$ cat src/pipcs_pkg.sv
// ==========================================
// Shared constants of the command sequencer
package pipcs_pkg;
  // ==========================================
  // Register byte offsets
  localparam logic [7:0] PIPCS_OFF_ROLE = 8'h00;
  localparam logic [7:0] PIPCS_OFF_LAYOUT = 8'h04;
  localparam logic [7:0] PIPCS_OFF_HPOS = 8'h08;
  localparam logic [7:0] PIPCS_OFF_VPOS = 8'h0C;
  localparam logic [7:0] PIPCS_OFF_LOFF = 8'h10;
  localparam logic [7:0] PIPCS_OFF_POFF = 8'h14;
  localparam logic [7:0] PIPCS_OFF_CMD = 8'h18;
  localparam logic [7:0] PIPCS_OFF_STATUS = 8'h1C;
  localparam logic [7:0] PIPCS_OFF_IRQ_ST = 8'h20;
  localparam logic [7:0] PIPCS_OFF_IRQ_MASK = 8'h24;
  localparam logic [7:0] PIPCS_OFF_LIVE = 8'h28;
  // ==========================================
  // Command fields and codes
  localparam int PIPCS_OPC_MSB = 7;
  localparam int PIPCS_OPC_LSB = 4;
  localparam int PIPCS_COL_MSB = 3;
  localparam int PIPCS_COL_LSB = 2;
  localparam int PIPCS_ROW_MSB = 1;
  localparam int PIPCS_ROW_LSB = 0;
  localparam logic [3:0] PIPCS_OPC_FILL = 4'hC;
  localparam logic [3:0] PIPCS_OPC_FRAME = 4'hA;
  localparam logic [3:0] PIPCS_OPC_START = 4'h8;
  localparam logic [3:0] PIPCS_OPC_STOP = 4'h9;
  localparam logic [7:0] PIPCS_ROLE_INSET = 8'h01;
  localparam logic [7:0] PIPCS_ROLE_MAIN = 8'h05;
  // ==========================================
  // Reset values, status and interrupt bits
  localparam logic [7:0] PIPCS_BYTE_RST = 8'h00;
  localparam logic [11:0] PIPCS_OFFSET_RST = 12'h000;
  localparam logic [31:0] PIPCS_WORD_ZERO = 32'h0000_0000;
  localparam int PIPCS_ST_PENDING = 0;
  localparam int PIPCS_ST_DISPLAY = 1;
  localparam int PIPCS_IRQ_W = 2;
  localparam int PIPCS_IRQ_TAKEN = 0;
  localparam int PIPCS_IRQ_BADCMD = 1;
  localparam logic [1:0] PIPCS_RESP_OKAY = 2'b00;
  localparam logic [1:0] PIPCS_RESP_SLVERR = 2'b10;
  // Operations handed to the field-memory engine
  typedef enum logic [2:0] {
    PIPCS_OP_NONE, PIPCS_OP_FILL_BG, PIPCS_OP_FRAME, PIPCS_OP_WRITE_START,
    PIPCS_OP_WRITE_STOP, PIPCS_OP_DISP_ON, PIPCS_OP_DISP_OFF
  } pipcs_op_t;
endpackage : pipcs_pkg

$ cat src/pipcs_reg_if.sv
`timescale 1ns/100ps
`default_nettype none
// ==========================================
// Register access between bus slave and register file
interface pipcs_reg_if;
  logic wr_en;
  logic [7:0] wr_addr;
  logic [31:0] wr_data;
  logic [3:0] wr_strb;
  logic wr_ok;
  logic rd_en;
  logic [7:0] rd_addr;
  logic [31:0] rd_data;
  logic rd_ok;
  modport bus_side (output wr_en, wr_addr, wr_data, wr_strb, rd_en, rd_addr, input wr_ok, rd_data, rd_ok);
  modport reg_side (input wr_en, wr_addr, wr_data, wr_strb, rd_en, rd_addr, output wr_ok, rd_data, rd_ok);
endinterface : pipcs_reg_if
`default_nettype wire

$ cat src/pipcs_axil_slave.sv
`timescale 1ns/100ps
`default_nettype none
// ==========================================
// AXI4-Lite slave, one write and one read in flight
module pipcs_axil_slave (
  // Clock, reset, enable
  input wire logic aclk,
  input wire logic aresetn,
  input wire logic aclk_en,
  // Write channels
  input wire logic awvalid,
  output logic awready,
  input wire logic [7:0] awaddr,
  input wire logic wvalid,
  output logic wready,
  input wire logic [31:0] wdata,
  input wire logic [3:0] wstrb,
  output logic bvalid,
  input wire logic bready,
  output logic [1:0] bresp,
  // Read channels
  input wire logic arvalid,
  output logic arready,
  input wire logic [7:0] araddr,
  output logic rvalid,
  input wire logic rready,
  output logic [31:0] rdata,
  output logic [1:0] rresp,
  // Register file side
  pipcs_reg_if.bus_side rif
);
  import pipcs_pkg::*;
  typedef struct packed {
    logic aw_full; logic [7:0] aw_addr;
    logic w_full; logic [31:0] w_data; logic [3:0] w_strb;
    logic bvalid; logic [1:0] bresp;
    logic rvalid; logic [31:0] rdata; logic [1:0] rresp;
  } pipcs_axil_st_t;
  pipcs_axil_st_t st_reg, st_next;

  // Readies drop while frozen so nothing is taken unseen
  assign awready = aclk_en && !st_reg.aw_full && !st_reg.bvalid;
  assign wready = aclk_en && !st_reg.w_full && !st_reg.bvalid;
  assign arready = aclk_en && !st_reg.rvalid;
  assign bvalid = st_reg.bvalid;
  assign bresp = st_reg.bresp;
  assign rvalid = st_reg.rvalid;
  assign rdata = st_reg.rdata;
  assign rresp = st_reg.rresp;
  assign rif.wr_en = aclk_en && st_reg.aw_full && st_reg.w_full;
  assign rif.wr_addr = st_reg.aw_addr;
  assign rif.wr_data = st_reg.w_data;
  assign rif.wr_strb = st_reg.w_strb;
  assign rif.rd_en = arvalid && arready;
  assign rif.rd_addr = araddr;

  // Next state of both channels
  always_comb begin
    st_next = st_reg;
    if (awvalid && awready) begin
      st_next.aw_full = 1'b1;
      st_next.aw_addr = awaddr;
    end
    if (wvalid && wready) begin
      st_next.w_full = 1'b1;
      st_next.w_data = wdata;
      st_next.w_strb = wstrb;
    end
    if (rif.wr_en) begin
      st_next.aw_full = 1'b0;
      st_next.w_full = 1'b0;
      st_next.bvalid = 1'b1;
      st_next.bresp = rif.wr_ok ? PIPCS_RESP_OKAY : PIPCS_RESP_SLVERR;
    end else if (st_reg.bvalid && bready) begin
      st_next.bvalid = 1'b0;
    end
    if (rif.rd_en) begin
      st_next.rvalid = 1'b1;
      st_next.rdata = rif.rd_data;
      st_next.rresp = rif.rd_ok ? PIPCS_RESP_OKAY : PIPCS_RESP_SLVERR;
    end else if (st_reg.rvalid && rready) begin
      st_next.rvalid = 1'b0;
    end
  end

  // State register
  always_ff @(posedge aclk) begin
    if (!aresetn) begin
      st_reg <= '0;
    end else if (aclk_en) begin
      st_reg <= st_next;
    end
  end
endmodule : pipcs_axil_slave
`default_nettype wire

$ cat src/pipcs_cmd_decode.sv
`timescale 1ns/100ps
`default_nettype none
// ==========================================
// Command code to operation, per device role
module pipcs_cmd_decode (
  // Command and role
  input wire logic [7:0] cmd,
  input wire logic [7:0] role,
  // Decoded operation, NONE when not legal
  output pipcs_pkg::pipcs_op_t kind
);
  import pipcs_pkg::*;
  logic [3:0] opc;
  assign opc = cmd[PIPCS_OPC_MSB:PIPCS_OPC_LSB];

  // Main role only knows display on and off
  always_comb begin
    kind = PIPCS_OP_NONE;
    if (role == PIPCS_ROLE_MAIN) begin
      if (opc == PIPCS_OPC_START) kind = PIPCS_OP_DISP_ON;
      else if (opc == PIPCS_OPC_STOP) kind = PIPCS_OP_DISP_OFF;
    end else if (role == PIPCS_ROLE_INSET) begin
      case (opc)
        PIPCS_OPC_FILL: kind = PIPCS_OP_FILL_BG;
        PIPCS_OPC_FRAME: kind = PIPCS_OP_FRAME;
        PIPCS_OPC_START: kind = PIPCS_OP_WRITE_START;
        PIPCS_OPC_STOP: kind = PIPCS_OP_WRITE_STOP;
        default: kind = PIPCS_OP_NONE;
      endcase
    end
  end
endmodule : pipcs_cmd_decode
`default_nettype wire

$ cat src/pipcs_top.sv
// Behaviour
// - Offsets default to zero for small grids
// - Host polls pending flag; device clears it
// - Inset role: h'c0 fills background colour
// - Inset role: h'a0 draws the frame
// - Inset role: h'80 starts live writing
// - Main role: h'80 switches inset display on
// - Main role: h'90 switches inset display off
// - Inset role: upper nibble 9 freezes inset
// - Low four bits select the target inset
// - Indices sit in bits 3:2 and 1:0
// - Position rewrites apply without restart
// - Column and row indices from command
// - No range checks or clamping anywhere
`timescale 1ns/100ps
`default_nettype none
module pipcs_top #(
  parameter int POS_W = 12,
  parameter int NUM_INSETS = 16
) (
  // Clock, reset, enable
  input wire logic aclk,
  input wire logic aresetn,
  input wire logic aclk_en,
  // AXI4-Lite write
  input wire logic awvalid,
  output logic awready,
  input wire logic [7:0] awaddr,
  input wire logic wvalid,
  output logic wready,
  input wire logic [31:0] wdata,
  input wire logic [3:0] wstrb,
  output logic bvalid,
  input wire logic bready,
  output logic [1:0] bresp,
  // AXI4-Lite read
  input wire logic arvalid,
  output logic arready,
  input wire logic [7:0] araddr,
  output logic rvalid,
  input wire logic rready,
  output logic [31:0] rdata,
  output logic [1:0] rresp,
  // Operation to the field-memory engine
  output logic op_valid,
  input wire logic op_ready,
  output pipcs_pkg::pipcs_op_t op_kind,
  output logic [1:0] inset_column_index,
  output logic [1:0] inset_row_index,
  output logic [POS_W-1:0] inset_line_offset,
  output logic [POS_W-1:0] inset_pixel_offset,
  // Live configuration
  output logic [7:0] device_role_select,
  output logic [7:0] pip_layout_select,
  output logic [POS_W-1:0] horizontal_start_position,
  output logic [POS_W-1:0] vertical_start_position,
  output logic [NUM_INSETS-1:0] live_write_mask,
  output logic display_on,
  output logic command_pending_flag,
  // Interrupt
  output logic irq
);
  import pipcs_pkg::*;

  // ==========================================
  // State
  typedef enum logic {PIPCS_S_IDLE, PIPCS_S_ISSUE} pipcs_fsm_t;
  typedef struct packed {
    logic [7:0] role;
    logic [7:0] layout;
    logic [POS_W-1:0] hpos;
    logic [POS_W-1:0] vpos;
    logic [POS_W-1:0] loff;
    logic [POS_W-1:0] poff;
    logic [7:0] cmd;
    logic pending;
    pipcs_fsm_t fsm;
    pipcs_op_t op_kind;
    logic [7:0] op_code;
    logic [NUM_INSETS-1:0] live;
    logic disp;
    logic [PIPCS_IRQ_W-1:0] irq_st;
    logic [PIPCS_IRQ_W-1:0] irq_mask;
  } pipcs_top_st_t;
  pipcs_top_st_t st_reg, st_next;

  pipcs_reg_if rif ();
  pipcs_op_t dec_kind;
  logic [31:0] wr_word;
  logic [PIPCS_IRQ_W-1:0] ev;
  logic [3:0] op_idx;
  logic cmd_wr;
  logic taken;

  // ==========================================
  // Helpers
  // Byte-lane merge of a write into an old word
  function automatic logic [31:0] wmerge(input logic [31:0] old, input logic [31:0] data, input logic [3:0] strb);
    logic [31:0] res;
    res = old;
    for (int i = 0; i < 4; i++) begin
      if (strb[i]) res[i*8 +: 8] = data[i*8 +: 8];
    end
    return res;
  endfunction : wmerge

  // Decode of the register map, shared by read and write
  function automatic logic mapped(input logic [7:0] addr);
    case (addr)
      PIPCS_OFF_ROLE, PIPCS_OFF_LAYOUT, PIPCS_OFF_HPOS, PIPCS_OFF_VPOS,
      PIPCS_OFF_LOFF, PIPCS_OFF_POFF, PIPCS_OFF_CMD, PIPCS_OFF_STATUS,
      PIPCS_OFF_IRQ_ST, PIPCS_OFF_IRQ_MASK, PIPCS_OFF_LIVE: mapped = 1'b1;
      default: mapped = 1'b0;
    endcase
  endfunction : mapped

  // ==========================================
  // Bus slave and command decoder
  pipcs_axil_slave u_slave (
    .aclk(aclk),
    .aresetn(aresetn),
    .aclk_en(aclk_en),
    .awvalid(awvalid),
    .awready(awready),
    .awaddr(awaddr),
    .wvalid(wvalid),
    .wready(wready),
    .wdata(wdata),
    .wstrb(wstrb),
    .bvalid(bvalid),
    .bready(bready),
    .bresp(bresp),
    .arvalid(arvalid),
    .arready(arready),
    .araddr(araddr),
    .rvalid(rvalid),
    .rready(rready),
    .rdata(rdata),
    .rresp(rresp),
    .rif(rif)
  );

  pipcs_cmd_decode u_decode (
    .cmd(st_reg.cmd),
    .role(st_reg.role),
    .kind(dec_kind)
  );

  // ==========================================
  // Register read path; unmapped reads answer SLVERR
  assign rif.wr_ok = mapped(rif.wr_addr);
  assign rif.rd_ok = mapped(rif.rd_addr);
  always_comb begin
    rif.rd_data = PIPCS_WORD_ZERO;
    case (rif.rd_addr)
      PIPCS_OFF_ROLE: rif.rd_data[7:0] = st_reg.role;
      PIPCS_OFF_LAYOUT: rif.rd_data[7:0] = st_reg.layout;
      PIPCS_OFF_HPOS: rif.rd_data[POS_W-1:0] = st_reg.hpos;
      PIPCS_OFF_VPOS: rif.rd_data[POS_W-1:0] = st_reg.vpos;
      PIPCS_OFF_LOFF: rif.rd_data[POS_W-1:0] = st_reg.loff;
      PIPCS_OFF_POFF: rif.rd_data[POS_W-1:0] = st_reg.poff;
      PIPCS_OFF_CMD: rif.rd_data[7:0] = st_reg.cmd;
      PIPCS_OFF_STATUS: begin
        rif.rd_data[PIPCS_ST_PENDING] = st_reg.pending;
        rif.rd_data[PIPCS_ST_DISPLAY] = st_reg.disp;
      end
      PIPCS_OFF_IRQ_ST: rif.rd_data[PIPCS_IRQ_W-1:0] = st_reg.irq_st;
      PIPCS_OFF_IRQ_MASK: rif.rd_data[PIPCS_IRQ_W-1:0] = st_reg.irq_mask;
      PIPCS_OFF_LIVE: rif.rd_data[NUM_INSETS-1:0] = st_reg.live;
      default: rif.rd_data = PIPCS_WORD_ZERO;
    endcase
  end

  // ==========================================
  // Next state: sequencer, then register writes
  assign cmd_wr = rif.wr_en && rif.wr_addr == PIPCS_OFF_CMD && rif.wr_strb[0];
  assign taken = st_reg.fsm == PIPCS_S_ISSUE && op_ready;
  assign op_idx = st_reg.op_code[PIPCS_COL_MSB:PIPCS_ROW_LSB];
  always_comb begin
    st_next = st_reg;
    ev = '0;
    wr_word = PIPCS_WORD_ZERO;
    case (st_reg.fsm)
      PIPCS_S_IDLE: begin
        if (st_reg.pending) begin
          if (dec_kind == PIPCS_OP_NONE) begin
            // Unknown code for this role: drop it, flag it
            st_next.pending = 1'b0;
            ev[PIPCS_IRQ_BADCMD] = 1'b1;
          end else begin
            st_next.fsm = PIPCS_S_ISSUE;
            st_next.op_kind = dec_kind;
            st_next.op_code = st_reg.cmd;
          end
        end
      end
      PIPCS_S_ISSUE: begin
        if (op_ready) begin
          st_next.fsm = PIPCS_S_IDLE;
          st_next.pending = 1'b0;
          ev[PIPCS_IRQ_TAKEN] = 1'b1;
          case (st_reg.op_kind)
            PIPCS_OP_WRITE_START: st_next.live[op_idx] = 1'b1;
            PIPCS_OP_WRITE_STOP: st_next.live[op_idx] = 1'b0;
            PIPCS_OP_DISP_ON: st_next.disp = 1'b1;
            PIPCS_OP_DISP_OFF: st_next.disp = 1'b0;
            default: st_next.disp = st_reg.disp;
          endcase
        end
      end
      default: st_next.fsm = PIPCS_S_IDLE;
    endcase
    // Writes come last so a fresh command beats the clear
    if (rif.wr_en) begin
      case (rif.wr_addr)
        PIPCS_OFF_ROLE: begin
          wr_word = wmerge({24'h00_0000, st_reg.role}, rif.wr_data, rif.wr_strb);
          st_next.role = wr_word[7:0];
        end
        PIPCS_OFF_LAYOUT: begin
          wr_word = wmerge({24'h00_0000, st_reg.layout}, rif.wr_data, rif.wr_strb);
          st_next.layout = wr_word[7:0];
        end
        // Stored as written, nothing clamped
        PIPCS_OFF_HPOS: begin
          wr_word = wmerge(32'(st_reg.hpos), rif.wr_data, rif.wr_strb);
          st_next.hpos = wr_word[POS_W-1:0];
        end
        PIPCS_OFF_VPOS: begin
          wr_word = wmerge(32'(st_reg.vpos), rif.wr_data, rif.wr_strb);
          st_next.vpos = wr_word[POS_W-1:0];
        end
        PIPCS_OFF_LOFF: begin
          wr_word = wmerge(32'(st_reg.loff), rif.wr_data, rif.wr_strb);
          st_next.loff = wr_word[POS_W-1:0];
        end
        PIPCS_OFF_POFF: begin
          wr_word = wmerge(32'(st_reg.poff), rif.wr_data, rif.wr_strb);
          st_next.poff = wr_word[POS_W-1:0];
        end
        PIPCS_OFF_CMD: begin
          if (rif.wr_strb[0]) begin
            st_next.cmd = rif.wr_data[7:0];
            st_next.pending = 1'b1;
          end
        end
        PIPCS_OFF_IRQ_ST: begin
          wr_word = wmerge(PIPCS_WORD_ZERO, rif.wr_data, rif.wr_strb);
        end
        PIPCS_OFF_IRQ_MASK: begin
          wr_word = wmerge(32'(st_reg.irq_mask), rif.wr_data, rif.wr_strb);
          st_next.irq_mask = wr_word[PIPCS_IRQ_W-1:0];
        end
        default: wr_word = PIPCS_WORD_ZERO;
      endcase
    end
    // Write-one-to-clear; a same-cycle event wins
    if (rif.wr_en && rif.wr_addr == PIPCS_OFF_IRQ_ST) begin
      st_next.irq_st = (st_reg.irq_st & ~wr_word[PIPCS_IRQ_W-1:0]) | ev;
    end else begin
      st_next.irq_st = st_reg.irq_st | ev;
    end
  end

  // ==========================================
  // State register; offsets come up zero
  always_ff @(posedge aclk) begin
    if (!aresetn) begin
      st_reg <= '0;
      st_reg.role <= PIPCS_BYTE_RST;
      st_reg.layout <= PIPCS_BYTE_RST;
      st_reg.loff <= POS_W'(PIPCS_OFFSET_RST);
      st_reg.poff <= POS_W'(PIPCS_OFFSET_RST);
      st_reg.fsm <= PIPCS_S_IDLE;
      st_reg.op_kind <= PIPCS_OP_NONE;
    end else if (aclk_en) begin
      st_reg <= st_next;
    end
  end

  // ==========================================
  // Outputs, all from flops except the masked irq
  assign op_valid = st_reg.fsm == PIPCS_S_ISSUE;
  assign op_kind = st_reg.op_kind;
  assign inset_column_index = st_reg.op_code[PIPCS_COL_MSB:PIPCS_COL_LSB];
  assign inset_row_index = st_reg.op_code[PIPCS_ROW_MSB:PIPCS_ROW_LSB];
  assign inset_line_offset = st_reg.loff;
  assign inset_pixel_offset = st_reg.poff;
  assign device_role_select = st_reg.role;
  assign pip_layout_select = st_reg.layout;
  assign horizontal_start_position = st_reg.hpos;
  assign vertical_start_position = st_reg.vpos;
  assign live_write_mask = st_reg.live;
  assign display_on = st_reg.disp;
  assign command_pending_flag = st_reg.pending;
  assign irq = |(st_reg.irq_st & st_reg.irq_mask);
endmodule : pipcs_top
`default_nettype wire

$ cat config.mk
export PLATFORM = sky130hd
export DESIGN_NAME = pipcs_top
export DESIGN_NICKNAME = d
export VERILOG_FILES = /design/src/pipcs_pkg.sv /design/src/pipcs_reg_if.sv /design/src/pipcs_axil_slave.sv /design/src/pipcs_cmd_decode.sv /design/src/pipcs_top.sv
export SDC_FILE = /design/constraint.sdc
export NUM_CORES = 1
export LEC_CHECK = 0
export BUFFER_PORTS_ARGS = -buffer_cell sky130_fd_sc_hd__buf_2
export CAP_MARGIN = 40
export CORE_MARGIN = 5
export CORE_UTILIZATION = 50
export CTS_CLUSTER_DIAMETER = 60
export DETAILED_ROUTE_END_ITERATION = 10
export PLACE_DENSITY = 0.76
export SETUP_SLACK_MARGIN = 0.4
export SYNTH_ARGS = -nofsm -noshare
export SYNTH_HDL_FRONTEND = slang
export SYNTH_SLANG_ARGS = --single-unit
$ cat constraint.sdc
create_clock -name aclk -period 3.51 [get_ports aclk]
set_input_delay 0.702 -clock aclk [delete_from_list [all_inputs] [get_ports aclk]]
set_output_delay 0.702 -clock aclk [all_outputs]
set_load 0.005 [all_outputs]
==> metrics.md <==
| Metric | Value |
|---|---|
| First-pass GRT wire length | `32150 µm` |
| Layout cells sized above 1 | `23.73%` |
| Ports | `193` |
| Ant. Diodes | `0` |
| Area leader, netlist | `dfxtp_1` |
| Routed Antenna Nets | `0` |
| Worst rel slew slack | `40.07%` |
| Hold buffer count at CTS | `0` |
| Min Tclk post-route | `2.251 ns` |
| Fmax | `444.2 MHz` |
| LEAKAGE | `3.536 nW` |
| Share of the synthesized area in the top cell type | `37.32%` |
| Maximum vdd drop | `0.3335 mV` |
| Total iterations of the first detailed-routing run | `5` |
| Starting Density | `51.33%` |
| Root Driver | `clkbuf_16` |
| Skew final | `0.01296 ns` |
| Clk buf depth | `2` |
| Tot GR Track Use | `22.74%` |
| Chip height | `135.2 µm` |
| Post-CTS setup buffer count | `0` |
| Power Density | `453.0 mW/mm²` |
| Die footprint | `0.01827 mm²` |
| Clock Pin Slew Worst Setup and Hold Paths | `0.06 ns` |
| Slowest CP cell | `and2_1` |
| Worst hold path class | `reg2reg` |
| Clock Latency Late Sink | `0.42 ns` |
| Routed WL | `21170 µm` |
| Synth Flop Type | `dfxtp_1` |
| Vias in the first global route | `5663` |
| Vias per cell | `5.372` |
| Cell Rows | `45` |
| CP Capture Type | `flip-flop` |
| WP buf/inv | `1` |
| CTS tree | `built` |
| WS Path Type | `in2reg` |
| Residual DRC | `0` |
| Cts bufs inserted | `17` |
| Max-Cap Viols | `0` |
| Cell Area, Synth | `0.007833 mm²` |
| Area Growth Syn to Fin | `8.418%` |
| I/O Buffers | `152` |
| Critical path cell sequence | `buf_2, nor4b_1, and2_1, a22oi_1, a41oi_1, a21o_1` |
| Die Width | `135.2 µm` |
| Final Hold Fails | `0` |
| Post-synth EDFFs | `0` |
| Max incr delay on CP | `0.54 ns` |
| Nets | `954` |
| TNS Setup | `0 ns` |
| Syn_area_per_cell | `9.003 µm²` |
| CP max FO | `13` |
| Largest net degree at the start of global routing | `56` |
| Syn. warnings | `0` |
| Initial antenna violation count | `1` |
| Flip-flop and latch area | `0.002923 mm²` |
| Clk sinks | `146` |
| Estimated wirelength of the detail-placed design | `15570 µm` |
| Core area | `0.01526 mm²` |
| Count of pins over their slew limit | `0` |
| Tcrit/Tclk final | `64.13%` |
| Vias | `6000` |
| Routed len/inst | `18.96 µm` |
| Unique masters post-synth | `61` |
| GPL Wtd Cong | `0.9361` |
| Worst Tran Pin Value | `0.8908 ns` |
| Post_cts resized | `0` |
| Total gr overflow | `0` |
| Outcome | `completed` |
| Seq/Total Area, Yosys | `37.32%` |
| FFs w/ async S/R, synth | `0%` |
| Seq cells post-synth | `146` |
| Combined area of the multi-input logic cells | `0.003846 mm²` |
| CP startpoint kind | `primary input` |
| Iter 0 DRT Violations | `471` |
| Number of H-tree levels | `4` |
| Ranking of synthesized cells by area | `dfxtp_1, mux2i_1, buf_4` |
| Req. time, crit path | `3.88 ns` |
| Final Setup Violations | `0` |
| Top delay family on crit path | `simple AND/OR/NAND/NOR gates` |
| Fill cells | `1447` |
| Power Total | `0.003847 W` |
| Worst EP arrival | `2.62 ns` |
| Post-synthesis cell count | `870` |
| RSZ-0062 raised after global routing | `no` |
## cell type report
type	instances	share of cell area [%]
Multi-Input combinational cell	567	45.29
Sequential cell	146	34.42
Timing Repair Buffer	159	9.607
Clock buffer	20	5.378
Tap cell	211	3.109
Clock inverter	12	2.107
Inverter	2	0.08840
## power by group
part	leakage [nW]	internal (W)	switching (W)
Combinational	2.05	0.0000756	0.000119
Sequential	1.18	0.00168	0.0000325
Clock	0.303	0.00123	0.000713
## layout by cell type, fill, tap and decap left out, types with 3 or more instances in the layout
| cell | count |
|---|---|
| buf_2 | 151 |
| dfxtp_1 | 146 |
| nand2_1 | 108 |
| mux2i_1 | 106 |
| nor2b_1 | 89 |
| a21boi_0 | 30 |
| nand3_1 | 21 |
| o21ai_0 | 21 |
| conb_1 | 18 |
| nor2_1 | 17 |
| clkbuf_16 | 17 |
| a21oi_1 | 11 |
| and2_1 | 10 |
| a22o_1 | 9 |
| mux2_2 | 9 |
| nor3_1 | 8 |
| a22oi_1 | 8 |
| buf_4 | 8 |
| nand3b_1 | 7 |
| nor4_1 | 6 |
| and3_1 | 5 |
| nand4_1 | 5 |
| nor3b_1 | 5 |
| a31oi_1 | 5 |
| nand2b_1 | 4 |
| nor2_4 | 4 |
| a21o_1 | 4 |
| o22ai_1 | 4 |
| a211oi_1 | 4 |
| a222oi_1 | 4 |
| or3_1 | 4 |
| bufinv_16 | 4 |
| nor3_2 | 3 |
| clkinvlp_4 | 3 |
## routing by layer
metal,vias to the layer above,track usage [%],routed length [µm],part of all wire (%)
li1,2918,-,-,-
met1,2808,31.46,9699,46
met2,243,34.76,9473,45
met3,29,5.944,1548,7.3
met4,2,7.167,431,2.0
met5,-,0,20,0.094
## kinds of logic (layout without fill, tap and decap cells)
kind of cell,Yosys count,after routing,share of synthesized area (%)
flip-flops,146,146,37.32
other,1,18,0.04788
AO/OA/AOI/OAI,121,121,11.04
AND/OR/NAND/NOR,311,311,21.79
buffers and inverters,174,193,14.39
multiplexers,117,117,15.42
## worst reg2reg max path, stage by stage, from the launching register on
cell and delay (ns):
dfxtp_1 0.39, nor3_1 0.44, nand4_1 0.31, nand2b_1 0.57
mux2i_1 0.29, nor2b_1 0.06
## cells in the mapped netlist, drive strengths merged, types with 5 or more instances
library cell and count:
nor3 12, o21ai 21, nand2 108, mux2 9, a31oi 5, nor4 7
a22oi 8, a22o 9, nor2b 89, clkbuf 38, a21boi 30, buf 134
and2 11, nand3 21, nor2 21, nand4 5, dfxtp 146, mux2i 106
nor3b 5, nand3b 7, and3 5, a21oi 11
## through the flow
stage / hold WS (ns) / instances / worst slack, ns / util [%] / instance area, µm²
final: 0.4551 / 1117 / 1.259 / 55.65 / 8492
after global routing: 0.4729 / 1117 / 1.128 / 55.65 / 8492
after CTS: 0.4575 / 1117 / 1.349 / 55.65 / 8492
after detailed placement: 0.4371 / 1085 / 0.9021 / 51.49 / 7856
after global placement: 0.4328 / 1085 / 0.9137 / 51.49 / 7856
after floorplan: 0.4263 / 887 / 1.391 / - / 7896
## worst paths after layout
| kind | start | to | slack [ns] | cells past startpoint |
|---|---|---|---|---|
| hold reg to reg | u_slave.rdata[14] | u_slave.rdata[14] | 0.46 | 2 |
| setup / recovery | araddr[5] | u_slave.rdata[2] | 1.26 | 6 |
| hold / removal | u_slave.rdata[14] | u_slave.rdata[14] | 0.46 | 2 |
| setup reg to reg | u_slave.rif.wr_addr[7] | st_reg[35] | 1.35 | 5 |
Note: power is estimated with default switching activity, not from simulation.
